**config.mk**
```make
export PLATFORM = sky130hd
export DESIGN_NAME = mcl_top
export DESIGN_NICKNAME = d
export VERILOG_FILES = /design/src/inc/mcl_pkg.sv /design/src/rtl/mcl_an_ctrl.sv /design/src/rtl/mcl_top.sv
export SDC_FILE = /design/constraint.sdc
export NUM_CORES = 1
export LEC_CHECK = 0
export BUFFER_PORTS_ARGS = -buffer_cell sky130_fd_sc_hd__buf_2
export CAP_MARGIN = 0
export CORE_ASPECT_RATIO = 0.9
export CORE_UTILIZATION = 50
export DETAILED_ROUTE_END_ITERATION = 10
export GPL_TIMING_DRIVEN = 0
export PLACE_DENSITY = 0.74
export SYNTH_ARGS = -nofsm -noshare
export SYNTH_HDL_FRONTEND = slang
export SYNTH_SLANG_ARGS = --single-unit
```
**constraint.sdc**
```tcl
create_clock -name clk -period 2.4 [get_ports clk]
set_input_delay 0.12 -clock clk [delete_from_list [all_inputs] [get_ports clk]]
set_output_delay 0.12 -clock clk [all_outputs]
set_load 0.01 [all_outputs]
```
**src/inc/mcl_pkg.sv**
```systemverilog
// Notes on behaviour
// tx vlan option lets tagged frames out
// transmitter sends only while enabled
// tx jumbo option allows oversize frames
// tx gap adjust uses programmed gap length
// rx vlan option accepts tagged frames
// receiver accepts frames only while enabled
// rx fcs passing forwards fcs to client
// rx jumbo option accepts oversize frames
// rx check disable skips length/crc checks
// pause frames carry programmed pause address
// tx and rx flow control enabled separately
// half duplex selectable, shown read-only
// fixed speed advertises only that rate
// fixed duplex advertises only that mode; here only with a fixed speed, auto speed advertises both modes
// negotiate at power-up, reset, link loss
// restart advertises all or requested, renegotiates
// after negotiation, program mac to result
// speed indication withdrawn until mac set
// negotiation error reported as status
// link drop clears indication until relinked
// loopback needs full duplex from controller; this block has no loopback control
// no-cable status indication provided
// separate tx and rx reset requests
package mcl_pkg;
  // register byte offsets
  localparam logic [4:0] OFS_TX_CFG   = 5'h00;
  localparam logic [4:0] OFS_RX_CFG   = 5'h04;
  localparam logic [4:0] OFS_FC_CFG   = 5'h08;
  localparam logic [4:0] OFS_PAUSE_LO = 5'h0C;
  localparam logic [4:0] OFS_PAUSE_HI = 5'h10;
  localparam logic [4:0] OFS_SPD_CFG  = 5'h14;
  localparam logic [4:0] OFS_SPD_STAT = 5'h18;
  localparam logic [4:0] OFS_CTRL     = 5'h1C;
  // tx/rx, flow control and speed config fields
  localparam int B_VLAN  = 0;
  localparam int B_EN    = 1;
  localparam int B_FCS   = 2;
  localparam int B_JUMBO = 3;
  localparam int B_HALF  = 4;
  localparam int B_IFGEN = 5;
  localparam int B_NOCHK = 5;
  localparam int B_IFGLO = 8;
  localparam int B_FCTX  = 0;
  localparam int B_FCRX  = 1;
  localparam int B_SPDHALF = 2;
  // control strobes
  localparam int B_TXRST = 0;
  localparam int B_RXRST = 1;
  localparam int B_ANRST = 2;
  // speed status fields
  localparam int B_VALID = 0;
  localparam int B_SPDLO = 1;
  localparam int B_FULL  = 3;
  localparam int B_ANERR = 4;
  localparam int B_NOCAB = 5;
  localparam int B_LINK  = 6;
  localparam logic [31:0] TX_CFG_RST = 32'h0000_0002;
  localparam logic [31:0] RX_CFG_RST = 32'h0000_0002;
  localparam logic [47:0] PAUSE_RST  = 48'h0000_0000_0000;
  // speed selection codes
  localparam logic [1:0] SEL_AUTO = 2'h0;
  localparam logic [1:0] SEL_1G   = 2'h1;
  localparam logic [1:0] SEL_100  = 2'h2;
  localparam logic [1:0] SEL_10   = 2'h3;
  // advertised rates {1g,100m,10m}
  localparam logic [2:0] ADV_ALL = 3'h7;
  localparam logic [2:0] ADV_1G  = 3'h4;
  localparam logic [2:0] ADV_100 = 3'h2;
  localparam logic [2:0] ADV_10  = 3'h1;
  localparam logic [1:0] RESP_OKAY   = 2'h0;
  localparam logic [1:0] RESP_SLVERR = 2'h2;
  typedef enum logic [4:0] {
    AN_START = 5'h01,
    AN_WAIT  = 5'h02,
    AN_SET   = 5'h04,
    AN_UP    = 5'h08,
    AN_HOLD  = 5'h10
  } mcl_an_st_t;
endpackage

```
**src/rtl/mcl_an_ctrl.sv**
```systemverilog
`timescale 1ns/1ps
`default_nettype none
module mcl_an_ctrl
  import mcl_pkg::*;
(
  // clock and reset
  input  wire logic       clk,
  input  wire logic       srst,
  // requests from the register file
  input  wire logic       restart_req,
  input  wire logic [1:0] sel_speed,
  input  wire logic       sel_half,
  // phy status
  input  wire logic       phy_an_done,
  input  wire logic       phy_an_err,
  input  wire logic       phy_link_up,
  input  wire logic [1:0] phy_res_speed,
  input  wire logic       phy_res_full,
  // phy control and results
  output logic [2:0]      adv_speed,
  output logic            adv_full,
  output logic            adv_half,
  output logic            an_restart,
  output logic [1:0]      mac_speed,
  output logic            mac_full,
  output logic            spd_valid,
  output logic            an_err_evt
);
  mcl_an_st_t st_r, st_nxt;
  logic [2:0] adv_spd_r, adv_spd_nxt;
  logic       adv_full_r, adv_full_nxt, adv_half_r, adv_half_nxt;
  logic       rst_r, rst_nxt, valid_r, valid_nxt, err_r, err_nxt;
  logic [1:0] spd_r, spd_nxt;
  logic       full_r, full_nxt;

  always_comb begin
    st_nxt = st_r;
    adv_spd_nxt = adv_spd_r;
    adv_full_nxt = adv_full_r;
    adv_half_nxt = adv_half_r;
    rst_nxt = 1'b0;
    valid_nxt = valid_r;
    err_nxt = 1'b0;
    spd_nxt = spd_r;
    full_nxt = full_r;
    unique case (st_r)
      AN_START: begin
        unique case (sel_speed)
          SEL_1G:   adv_spd_nxt = ADV_1G;
          SEL_100:  adv_spd_nxt = ADV_100;
          SEL_10:   adv_spd_nxt = ADV_10;
          SEL_AUTO: adv_spd_nxt = ADV_ALL;
        endcase
        adv_full_nxt = (sel_speed == SEL_AUTO) || !sel_half;
        adv_half_nxt = (sel_speed == SEL_AUTO) || sel_half;
        rst_nxt = 1'b1;
        valid_nxt = 1'b0;
        st_nxt = AN_WAIT;
      end
      AN_WAIT: if (phy_an_done) begin
        if (phy_an_err) begin
          err_nxt = 1'b1;
          st_nxt = AN_HOLD;
        end else begin
          spd_nxt = phy_res_speed;
          full_nxt = phy_res_full;
          st_nxt = AN_SET;
        end
      end
      AN_SET: begin
        valid_nxt = 1'b1;
        st_nxt = AN_UP;
      end
      AN_UP: if (!phy_link_up) begin
        valid_nxt = 1'b0;
        st_nxt = AN_START;
      end
      AN_HOLD: ;
    endcase
    if (restart_req) begin
      valid_nxt = 1'b0;
      st_nxt = AN_START;
    end
  end

  always_ff @(posedge clk) begin
    if (srst) begin
      st_r <= AN_START;
      adv_spd_r <= ADV_ALL;
      adv_full_r <= 1'b1;
      adv_half_r <= 1'b1;
      rst_r <= 1'b0;
      valid_r <= 1'b0;
      err_r <= 1'b0;
      spd_r <= 2'h0;
      full_r <= 1'b1;
    end else begin
      st_r <= st_nxt;
      adv_spd_r <= adv_spd_nxt;
      adv_full_r <= adv_full_nxt;
      adv_half_r <= adv_half_nxt;
      rst_r <= rst_nxt;
      valid_r <= valid_nxt;
      err_r <= err_nxt;
      spd_r <= spd_nxt;
      full_r <= full_nxt;
    end
  end

  assign adv_speed = adv_spd_r;
  assign adv_full = adv_full_r;
  assign adv_half = adv_half_r;
  assign an_restart = rst_r;
  assign mac_speed = spd_r;
  assign mac_full = full_r;
  assign spd_valid = valid_r;
  assign an_err_evt = err_r;
endmodule
`default_nettype wire

```
**src/rtl/mcl_top.sv**
```systemverilog
`timescale 1ns/1ps
`default_nettype none
module mcl_top
  import mcl_pkg::*;
#(
  parameter int ADDR_W = 8
)(
  // clock and reset
  input  wire logic              clk,
  input  wire logic              srst,
  // axi4-lite write address
  input  wire logic [ADDR_W-1:0] s_axi_awaddr,
  input  wire logic              s_axi_awvalid,
  output logic                   s_axi_awready,
  // axi4-lite write data
  input  wire logic [31:0]       s_axi_wdata,
  input  wire logic [3:0]        s_axi_wstrb,
  input  wire logic              s_axi_wvalid,
  output logic                   s_axi_wready,
  // axi4-lite write response
  output logic [1:0]             s_axi_bresp,
  output logic                   s_axi_bvalid,
  input  wire logic              s_axi_bready,
  // axi4-lite read
  input  wire logic [ADDR_W-1:0] s_axi_araddr,
  input  wire logic              s_axi_arvalid,
  output logic                   s_axi_arready,
  output logic [31:0]            s_axi_rdata,
  output logic [1:0]             s_axi_rresp,
  output logic                   s_axi_rvalid,
  input  wire logic              s_axi_rready,
  // phy status
  input  wire logic              phy_an_done,
  input  wire logic              phy_an_err,
  input  wire logic              phy_link_up,
  input  wire logic [1:0]        phy_res_speed,
  input  wire logic              phy_res_full,
  input  wire logic              phy_no_cable,
  // phy control
  output logic [2:0]             phy_adv_speed,
  output logic                   phy_adv_full,
  output logic                   phy_adv_half,
  output logic                   phy_an_restart,
  // mac transmit controls
  output logic                   mac_tx_en,
  output logic                   mac_tx_vlan,
  output logic                   mac_tx_fcs,
  output logic                   mac_tx_jumbo,
  output logic                   mac_tx_ifg_en,
  output logic [7:0]             mac_tx_ifg_len,
  output logic                   mac_tx_rst,
  // mac receive controls
  output logic                   mac_rx_en,
  output logic                   mac_rx_vlan,
  output logic                   mac_rx_fcs,
  output logic                   mac_rx_jumbo,
  output logic                   mac_rx_nochk,
  output logic                   mac_rx_rst,
  // mac shared controls
  output logic                   mac_tx_fc_en,
  output logic                   mac_rx_fc_en,
  output logic [47:0]            mac_pause_addr,
  output logic                   mac_half_duplex,
  output logic [1:0]             mac_speed,
  output logic                   mac_speed_valid
);
  if (ADDR_W < 5 || ADDR_W > 32) begin : g_addr_chk
    $error("ADDR_W must lie in 5..32");
  end

  logic [31:0] tx_cfg_r, tx_cfg_nxt, rx_cfg_r, rx_cfg_nxt;
  logic [1:0]  fc_r, fc_nxt;
  logic [47:0] pause_r, pause_nxt;
  logic [2:0]  spd_cfg_r, spd_cfg_nxt;
  logic        err_r, err_nxt, nocab_r, nocab_nxt;
  logic        txrst_r, txrst_nxt, rxrst_r, rxrst_nxt;
  logic        anreq_r, anreq_nxt, half_r, half_nxt;
  logic        aw_hold_r, aw_hold_nxt, w_hold_r, w_hold_nxt;
  logic [4:0]  awa_r, awa_nxt;
  logic [31:0] wd_r, wd_nxt;
  logic [3:0]  ws_r, ws_nxt;
  logic        awrdy_r, awrdy_nxt, wrdy_r, wrdy_nxt;
  logic        bvalid_r, bvalid_nxt, rvalid_r, rvalid_nxt;
  logic        arrdy_r, arrdy_nxt;
  logic [1:0]  bresp_r, bresp_nxt, rresp_r, rresp_nxt;
  logic [31:0] rdata_r, rdata_nxt;
  logic [2:0]  an_adv;
  logic        an_full, an_half, an_rst, an_valid, an_err;
  logic [1:0]  an_spd;
  logic        an_mfull;
  logic        do_wr;

  // true for a word-aligned address inside the register window
  function automatic logic mapped(input logic [ADDR_W-1:0] a);
    logic [4:0] lo;
    lo = a[4:0];
    return (a >> 5) == '0 && lo[1:0] == 2'h0;
  endfunction

  function automatic logic [31:0] merge(input logic [31:0] old,
                                        input logic [31:0] nw,
                                        input logic [3:0]  be);
    logic [31:0] res;
    res = old;
    for (int i = 0; i < 4; i++) begin
      if (be[i]) begin
        res[i*8 +: 8] = nw[i*8 +: 8];
      end
    end
    return res;
  endfunction

  function automatic logic [31:0] rd_word(input logic [4:0] a);
    logic [31:0] v;
    v = 32'h0000_0000;
    unique case (a)
      OFS_TX_CFG: begin
        v = tx_cfg_r;
        v[B_HALF] = half_r;
      end
      OFS_RX_CFG: begin
        v = rx_cfg_r;
        v[B_HALF] = half_r;
      end
      OFS_FC_CFG:   v[1:0] = fc_r;
      OFS_PAUSE_LO: v = pause_r[31:0];
      OFS_PAUSE_HI: v[15:0] = pause_r[47:32];
      OFS_SPD_CFG:  v[2:0] = spd_cfg_r;
      OFS_SPD_STAT: begin
        v[B_VALID] = an_valid;
        v[B_SPDLO +: 2] = an_spd;
        v[B_FULL] = an_mfull;
        v[B_ANERR] = err_r;
        v[B_NOCAB] = nocab_r;
        v[B_LINK] = phy_link_up;
      end
      default: v = 32'h0000_0000;
    endcase
    return v;
  endfunction

  assign do_wr = aw_hold_r && w_hold_r && !bvalid_r;

  // bus slave and register file
  always_comb begin
    aw_hold_nxt = aw_hold_r;
    w_hold_nxt = w_hold_r;
    awa_nxt = awa_r;
    wd_nxt = wd_r;
    ws_nxt = ws_r;
    bvalid_nxt = bvalid_r;
    bresp_nxt = bresp_r;
    rvalid_nxt = rvalid_r;
    rresp_nxt = rresp_r;
    rdata_nxt = rdata_r;
    tx_cfg_nxt = tx_cfg_r;
    rx_cfg_nxt = rx_cfg_r;
    fc_nxt = fc_r;
    pause_nxt = pause_r;
    spd_cfg_nxt = spd_cfg_r;
    err_nxt = err_r;
    txrst_nxt = 1'b0;
    rxrst_nxt = 1'b0;
    anreq_nxt = 1'b0;
    nocab_nxt = phy_no_cable;
    half_nxt = !an_mfull;
    if (s_axi_awvalid && awrdy_r) begin
      aw_hold_nxt = 1'b1;
      awa_nxt = mapped(s_axi_awaddr) ? s_axi_awaddr[4:0] : 5'h03;
    end
    if (s_axi_wvalid && wrdy_r) begin
      w_hold_nxt = 1'b1;
      wd_nxt = s_axi_wdata;
      ws_nxt = s_axi_wstrb;
    end
    if (bvalid_r && s_axi_bready) begin
      bvalid_nxt = 1'b0;
    end
    if (do_wr) begin
      aw_hold_nxt = 1'b0;
      w_hold_nxt = 1'b0;
      bvalid_nxt = 1'b1;
      bresp_nxt = RESP_OKAY;
      unique case (awa_r)
        OFS_TX_CFG: tx_cfg_nxt = merge(tx_cfg_r, wd_r, ws_r);
        OFS_RX_CFG: rx_cfg_nxt = merge(rx_cfg_r, wd_r, ws_r);
        OFS_FC_CFG: if (ws_r[0]) begin
          fc_nxt = wd_r[1:0];
        end
        OFS_PAUSE_LO: pause_nxt[31:0] = merge(pause_r[31:0], wd_r, ws_r);
        OFS_PAUSE_HI: begin
          if (ws_r[0]) pause_nxt[39:32] = wd_r[7:0];
          if (ws_r[1]) pause_nxt[47:40] = wd_r[15:8];
        end
        OFS_SPD_CFG: if (ws_r[0]) begin
          spd_cfg_nxt = wd_r[2:0];
        end
        OFS_SPD_STAT: if (ws_r[0] && wd_r[B_ANERR]) begin
          err_nxt = 1'b0;
        end
        OFS_CTRL: if (ws_r[0]) begin
          txrst_nxt = wd_r[B_TXRST];
          rxrst_nxt = wd_r[B_RXRST];
          anreq_nxt = wd_r[B_ANRST];
        end
        default: bresp_nxt = RESP_SLVERR;
      endcase
    end
    // a path reset returns that path's settings to defaults
    if (txrst_r) begin
      tx_cfg_nxt = TX_CFG_RST;
    end
    if (rxrst_r) begin
      rx_cfg_nxt = RX_CFG_RST;
    end
    // a new error wins over a clear in the same cycle
    if (an_err) begin
      err_nxt = 1'b1;
    end
    if (rvalid_r && s_axi_rready) begin
      rvalid_nxt = 1'b0;
    end
    if (s_axi_arvalid && arrdy_r) begin
      rvalid_nxt = 1'b1;
      rdata_nxt = mapped(s_axi_araddr) ? rd_word(s_axi_araddr[4:0])
                                       : 32'h0000_0000;
      rresp_nxt = mapped(s_axi_araddr) ? RESP_OKAY : RESP_SLVERR;
    end
    awrdy_nxt = !aw_hold_nxt;
    wrdy_nxt = !w_hold_nxt;
    arrdy_nxt = !rvalid_nxt;
  end

  always_ff @(posedge clk) begin
    if (srst) begin
      aw_hold_r <= 1'b0;
      w_hold_r <= 1'b0;
      awa_r <= 5'h00;
      wd_r <= 32'h0000_0000;
      ws_r <= 4'h0;
      awrdy_r <= 1'b0;
      wrdy_r <= 1'b0;
      arrdy_r <= 1'b0;
      bvalid_r <= 1'b0;
      bresp_r <= RESP_OKAY;
      rvalid_r <= 1'b0;
      rresp_r <= RESP_OKAY;
      rdata_r <= 32'h0000_0000;
      tx_cfg_r <= TX_CFG_RST;
      rx_cfg_r <= RX_CFG_RST;
      fc_r <= 2'h0;
      pause_r <= PAUSE_RST;
      spd_cfg_r <= 3'h0;
      err_r <= 1'b0;
      nocab_r <= 1'b0;
      txrst_r <= 1'b0;
      rxrst_r <= 1'b0;
      anreq_r <= 1'b0;
      half_r <= 1'b0;
    end else begin
      aw_hold_r <= aw_hold_nxt;
      w_hold_r <= w_hold_nxt;
      awa_r <= awa_nxt;
      wd_r <= wd_nxt;
      ws_r <= ws_nxt;
      awrdy_r <= awrdy_nxt;
      wrdy_r <= wrdy_nxt;
      arrdy_r <= arrdy_nxt;
      bvalid_r <= bvalid_nxt;
      bresp_r <= bresp_nxt;
      rvalid_r <= rvalid_nxt;
      rresp_r <= rresp_nxt;
      rdata_r <= rdata_nxt;
      tx_cfg_r <= tx_cfg_nxt;
      rx_cfg_r <= rx_cfg_nxt;
      fc_r <= fc_nxt;
      pause_r <= pause_nxt;
      spd_cfg_r <= spd_cfg_nxt;
      err_r <= err_nxt;
      nocab_r <= nocab_nxt;
      txrst_r <= txrst_nxt;
      rxrst_r <= rxrst_nxt;
      anreq_r <= anreq_nxt;
      half_r <= half_nxt;
    end
  end

  mcl_an_ctrl u_an (
    .clk           (clk),
    .srst          (srst),
    .restart_req   (anreq_r),
    .sel_speed     (spd_cfg_r[1:0]),
    .sel_half      (spd_cfg_r[B_SPDHALF]),
    .phy_an_done   (phy_an_done),
    .phy_an_err    (phy_an_err),
    .phy_link_up   (phy_link_up),
    .phy_res_speed (phy_res_speed),
    .phy_res_full  (phy_res_full),
    .adv_speed     (an_adv),
    .adv_full      (an_full),
    .adv_half      (an_half),
    .an_restart    (an_rst),
    .mac_speed     (an_spd),
    .mac_full      (an_mfull),
    .spd_valid     (an_valid),
    .an_err_evt    (an_err)
  );

  assign s_axi_awready = awrdy_r;
  assign s_axi_wready = wrdy_r;
  assign s_axi_bvalid = bvalid_r;
  assign s_axi_bresp = bresp_r;
  assign s_axi_arready = arrdy_r;
  assign s_axi_rvalid = rvalid_r;
  assign s_axi_rresp = rresp_r;
  assign s_axi_rdata = rdata_r;
  assign phy_adv_speed = an_adv;
  assign phy_adv_full = an_full;
  assign phy_adv_half = an_half;
  assign phy_an_restart = an_rst;
  assign mac_tx_en = tx_cfg_r[B_EN];
  assign mac_tx_vlan = tx_cfg_r[B_VLAN];
  assign mac_tx_fcs = tx_cfg_r[B_FCS];
  assign mac_tx_jumbo = tx_cfg_r[B_JUMBO];
  assign mac_tx_ifg_en = tx_cfg_r[B_IFGEN];
  assign mac_tx_ifg_len = tx_cfg_r[B_IFGLO +: 8];
  assign mac_tx_rst = txrst_r;
  assign mac_rx_en = rx_cfg_r[B_EN];
  assign mac_rx_vlan = rx_cfg_r[B_VLAN];
  assign mac_rx_fcs = rx_cfg_r[B_FCS];
  assign mac_rx_jumbo = rx_cfg_r[B_JUMBO];
  assign mac_rx_nochk = rx_cfg_r[B_NOCHK];
  assign mac_rx_rst = rxrst_r;
  assign mac_tx_fc_en = fc_r[B_FCTX];
  assign mac_rx_fc_en = fc_r[B_FCRX];
  assign mac_pause_addr = pause_r;
  assign mac_half_duplex = half_r;
  assign mac_speed = an_spd;
  assign mac_speed_valid = an_valid;
endmodule
`default_nettype wire

```
==> results.md <==
- WL met2: 12.3 mm
- ANT cells: 0
- CP Buf/Inv Count: 0
- Max-Cap Viols: 0
- Slowest stage delay, CP: 0.67 ns
- Die area: 18300 sq um
- Pwr dens: 691 nW/um^2
- Die W: 142 um
- Root Buffer: clkbuf_16
- Post-synthesis sequential area ratio: 49.5%
- FP Rows: 45
- CTS max path bufs: 3
- Outcome: complete, no violations
- DRC: 0
- Post-layout min period: 2.11 ns
- Post-Layout Cell Count: 1472
- Nets: 1294
- Routed WL: 27.1 mm
- Setup crit start kind: flip-flop
- DR iter-0 viols: 586
- Clock tree sinks: 219
- GRT Util Overall: 29.4%
- Dpl cell area: 10100 sq um
- Cells after synthesis: 966
- Mapped cell area: 8860 sq um
- Hold_ws: 0.0254 ns
- Global-route wire length before repair: 41.2 mm
- Final setup vio count: 0
- Routed wire per std cell: 18.4 um
- P&R area growth vs syn: 27.4%
- Most used DFF post-synth: dfxtp_1
- PortBufs: 184
- Crit path DAT: 2.47 ns
- CP Class: reg -> reg
- Filler instances: 1446
- GPL Wtd Cong: 0.874
- Layout cell share with drive strength beyond 1: 20.9%
- Final core occ: 66.0%
- Met3 routed WL: 2.30 mm
- Largest net degree at the start of global routing: 14
- Clk_lat worst skew: 0.50 ns
- Crit-path cells: nor3b_1, nand4_2, mux2i_1, nor2_1
- Max Fclk: 0.474 GHz
- Skew final: 0.0121 ns
- WL met1: 11.6 mm
- Vias per cell: 5.52
- CP max FO: 8
- Worst min path class: in -> reg
- Chip height: 128 um
- Flops & latches, synth: 219
- Most common cell after layout, fill and taps aside: dfxtp_1
- Leakage power: 4.94 nW
- Syn Area/Cell: 9.17 sq um
- Vias: 8129
- Yosys top cell by area: dfxtp_1
- TritonCTS clock tree: done
- Post-DRT Antenna Nets: 0
- GRT overflow: 0
- Drt first pass iters: 5
- TNS Setup: 0 ns
- Max-slew violations: 0
- Largest cells by area after synthesis: dfxtp_1 (49%), mux2i_1 (16%), nor2_1 (6.7%), nand2_1 (5.4%), a21oi_1 (4.5%)
- Crit end category: flip-flop
- Initial Utilization: 51.8%
- Final period util: 87.9%
- CP max stage cell: nor3b_1
- Vias in the first global route: 7656
- H-tree lvl count: 1
- IO Count: 187
- Initial antenna violation count: 0
- Power Total: 7.80 mW
- Worst Max-Slew Pin Slew: 0.829 ns
- Final hold vios: 0
- Final setup margin: 0.290 ns
- Worst EP required: 2.76 ns
- Cell variety after synth: 59
- Final instance area: 11300 sq um
- Setup repair bufs after CTS: 0
- Max_slew headroom: 44.4%
- RSZ-0062 raised after global routing: no
- Post-synth EDFFs: 0
- Most frequent cells in the layout: dfxtp_1 (219), buf_2 (194), nor2_1 (159)
- Placed Cells: 1386
- Post-DP HPWL: 18.6 mm
- Post-synth top area share: 49.5%
- Async SR Flop Fraction: 0%
- Core Box Area: 17100 sq um
- Syn. warnings: 0
- Cts bufs inserted: 22
- Max IR drop VDD: 0.559 mV
- Top cell family by delay on the critical path: simple AND/OR/NAND/NOR gates
- Highest Signal Layer: met4
- Clock transition at path regs: 0.06 ns
- Pre-CTS WS: 0.287 ns
-- worst min-delay path, delay by kind of cell --
kind | cells | cell delay, ns
buffers and inverters | 1 | 0.16
AND/OR/NAND/NOR | 2 | 0.13
AO/OA/AOI/OAI | 1 | 0.07
-- state kept, by name, summed over array words and instances (netlist names), 2 cells and up --
signal,flops
awa_r,5
fc_r,2
mac_pause_addr,48
rx_cfg_r,31
s_axi_rdata,32
spd_cfg_r,3
tx_cfg_r,31
u_an.adv_speed,3
u_an.mac_speed,2
u_an.st_r,5
wd_r,32
ws_r,4
-- routing by layer --
layer | track usage [%] | vias to the layer above
met2 | 48.3 | 378
met5 | 0 | -
met4 | 10.9 | 0
met1 | 38.3 | 3844
li1 | - | 3838
met3 | 5.68 | 69
-- synthesized netlist by cell type (8+ instances only) --
library cell	instances
nor3_1	9
a22oi_1	19
clkbuf_1	33
buf_1	8
nor2_1	159
nand2_1	127
mux2i_1	144
o21ai_0	28
a31oi_1	9
buf_2	10
buf_4	10
dfxtp_1	219
inv_1	10
a21oi_1	80
-- layout make-up --
cell class	instances	area (sq um)	area share [%]
well taps	235	294	2.60
plain buffers	62	290	2.57
clock buffers	32	639	5.66
clock inverters	4	72.6	0.643
inverters	10	37.5	0.332
multi-input cells	676	4150	36.8
flip-flops and latches	219	4380	38.8
repair buffers	234	1420	12.6
-- power by group --
| part | switching, mW | internal (mW) | total (mW) |
|---|---|---|---|
| combinational | 0.360 | 0.236 | 0.596 |
| sequential | 0.0707 | 3.70 | 3.77 |
| clock | 1.38 | 2.05 | 3.43 |
| total | 1.81 | 5.99 | 7.80 |
-- timing repair --
item / CTS / global route
hold endpoints to repair: 49 / 0
hold buffers: 50 / 0
resized for setup: 0 / 0
-- cell families after synthesis --
family	count (synthesis)	synth area share (%)
and+or+nand+nor	368	19.4
AOI/OAI and AO/OA	158	10.5
muxes	145	16.4
DFF	219	49.5
buffers and inverters	72	3.70
adders and majority gates	3	0.424
other	1	0.0423
-- final timing paths --
path,from,endpoint,slack [ns],cells after the start
worst max-delay path,awa_r[4],mac_pause_addr[47],0.29,4
worst min-delay path,phy_link_up,u_an.st_r[0],0.03,4
worst max register to register,awa_r[4],mac_pause_addr[47],0.29,4
worst min register to register,s_axi_rdata[28],s_axi_rdata[28],0.45,2
No activity file was read; power rests on OpenSTA's default activity.
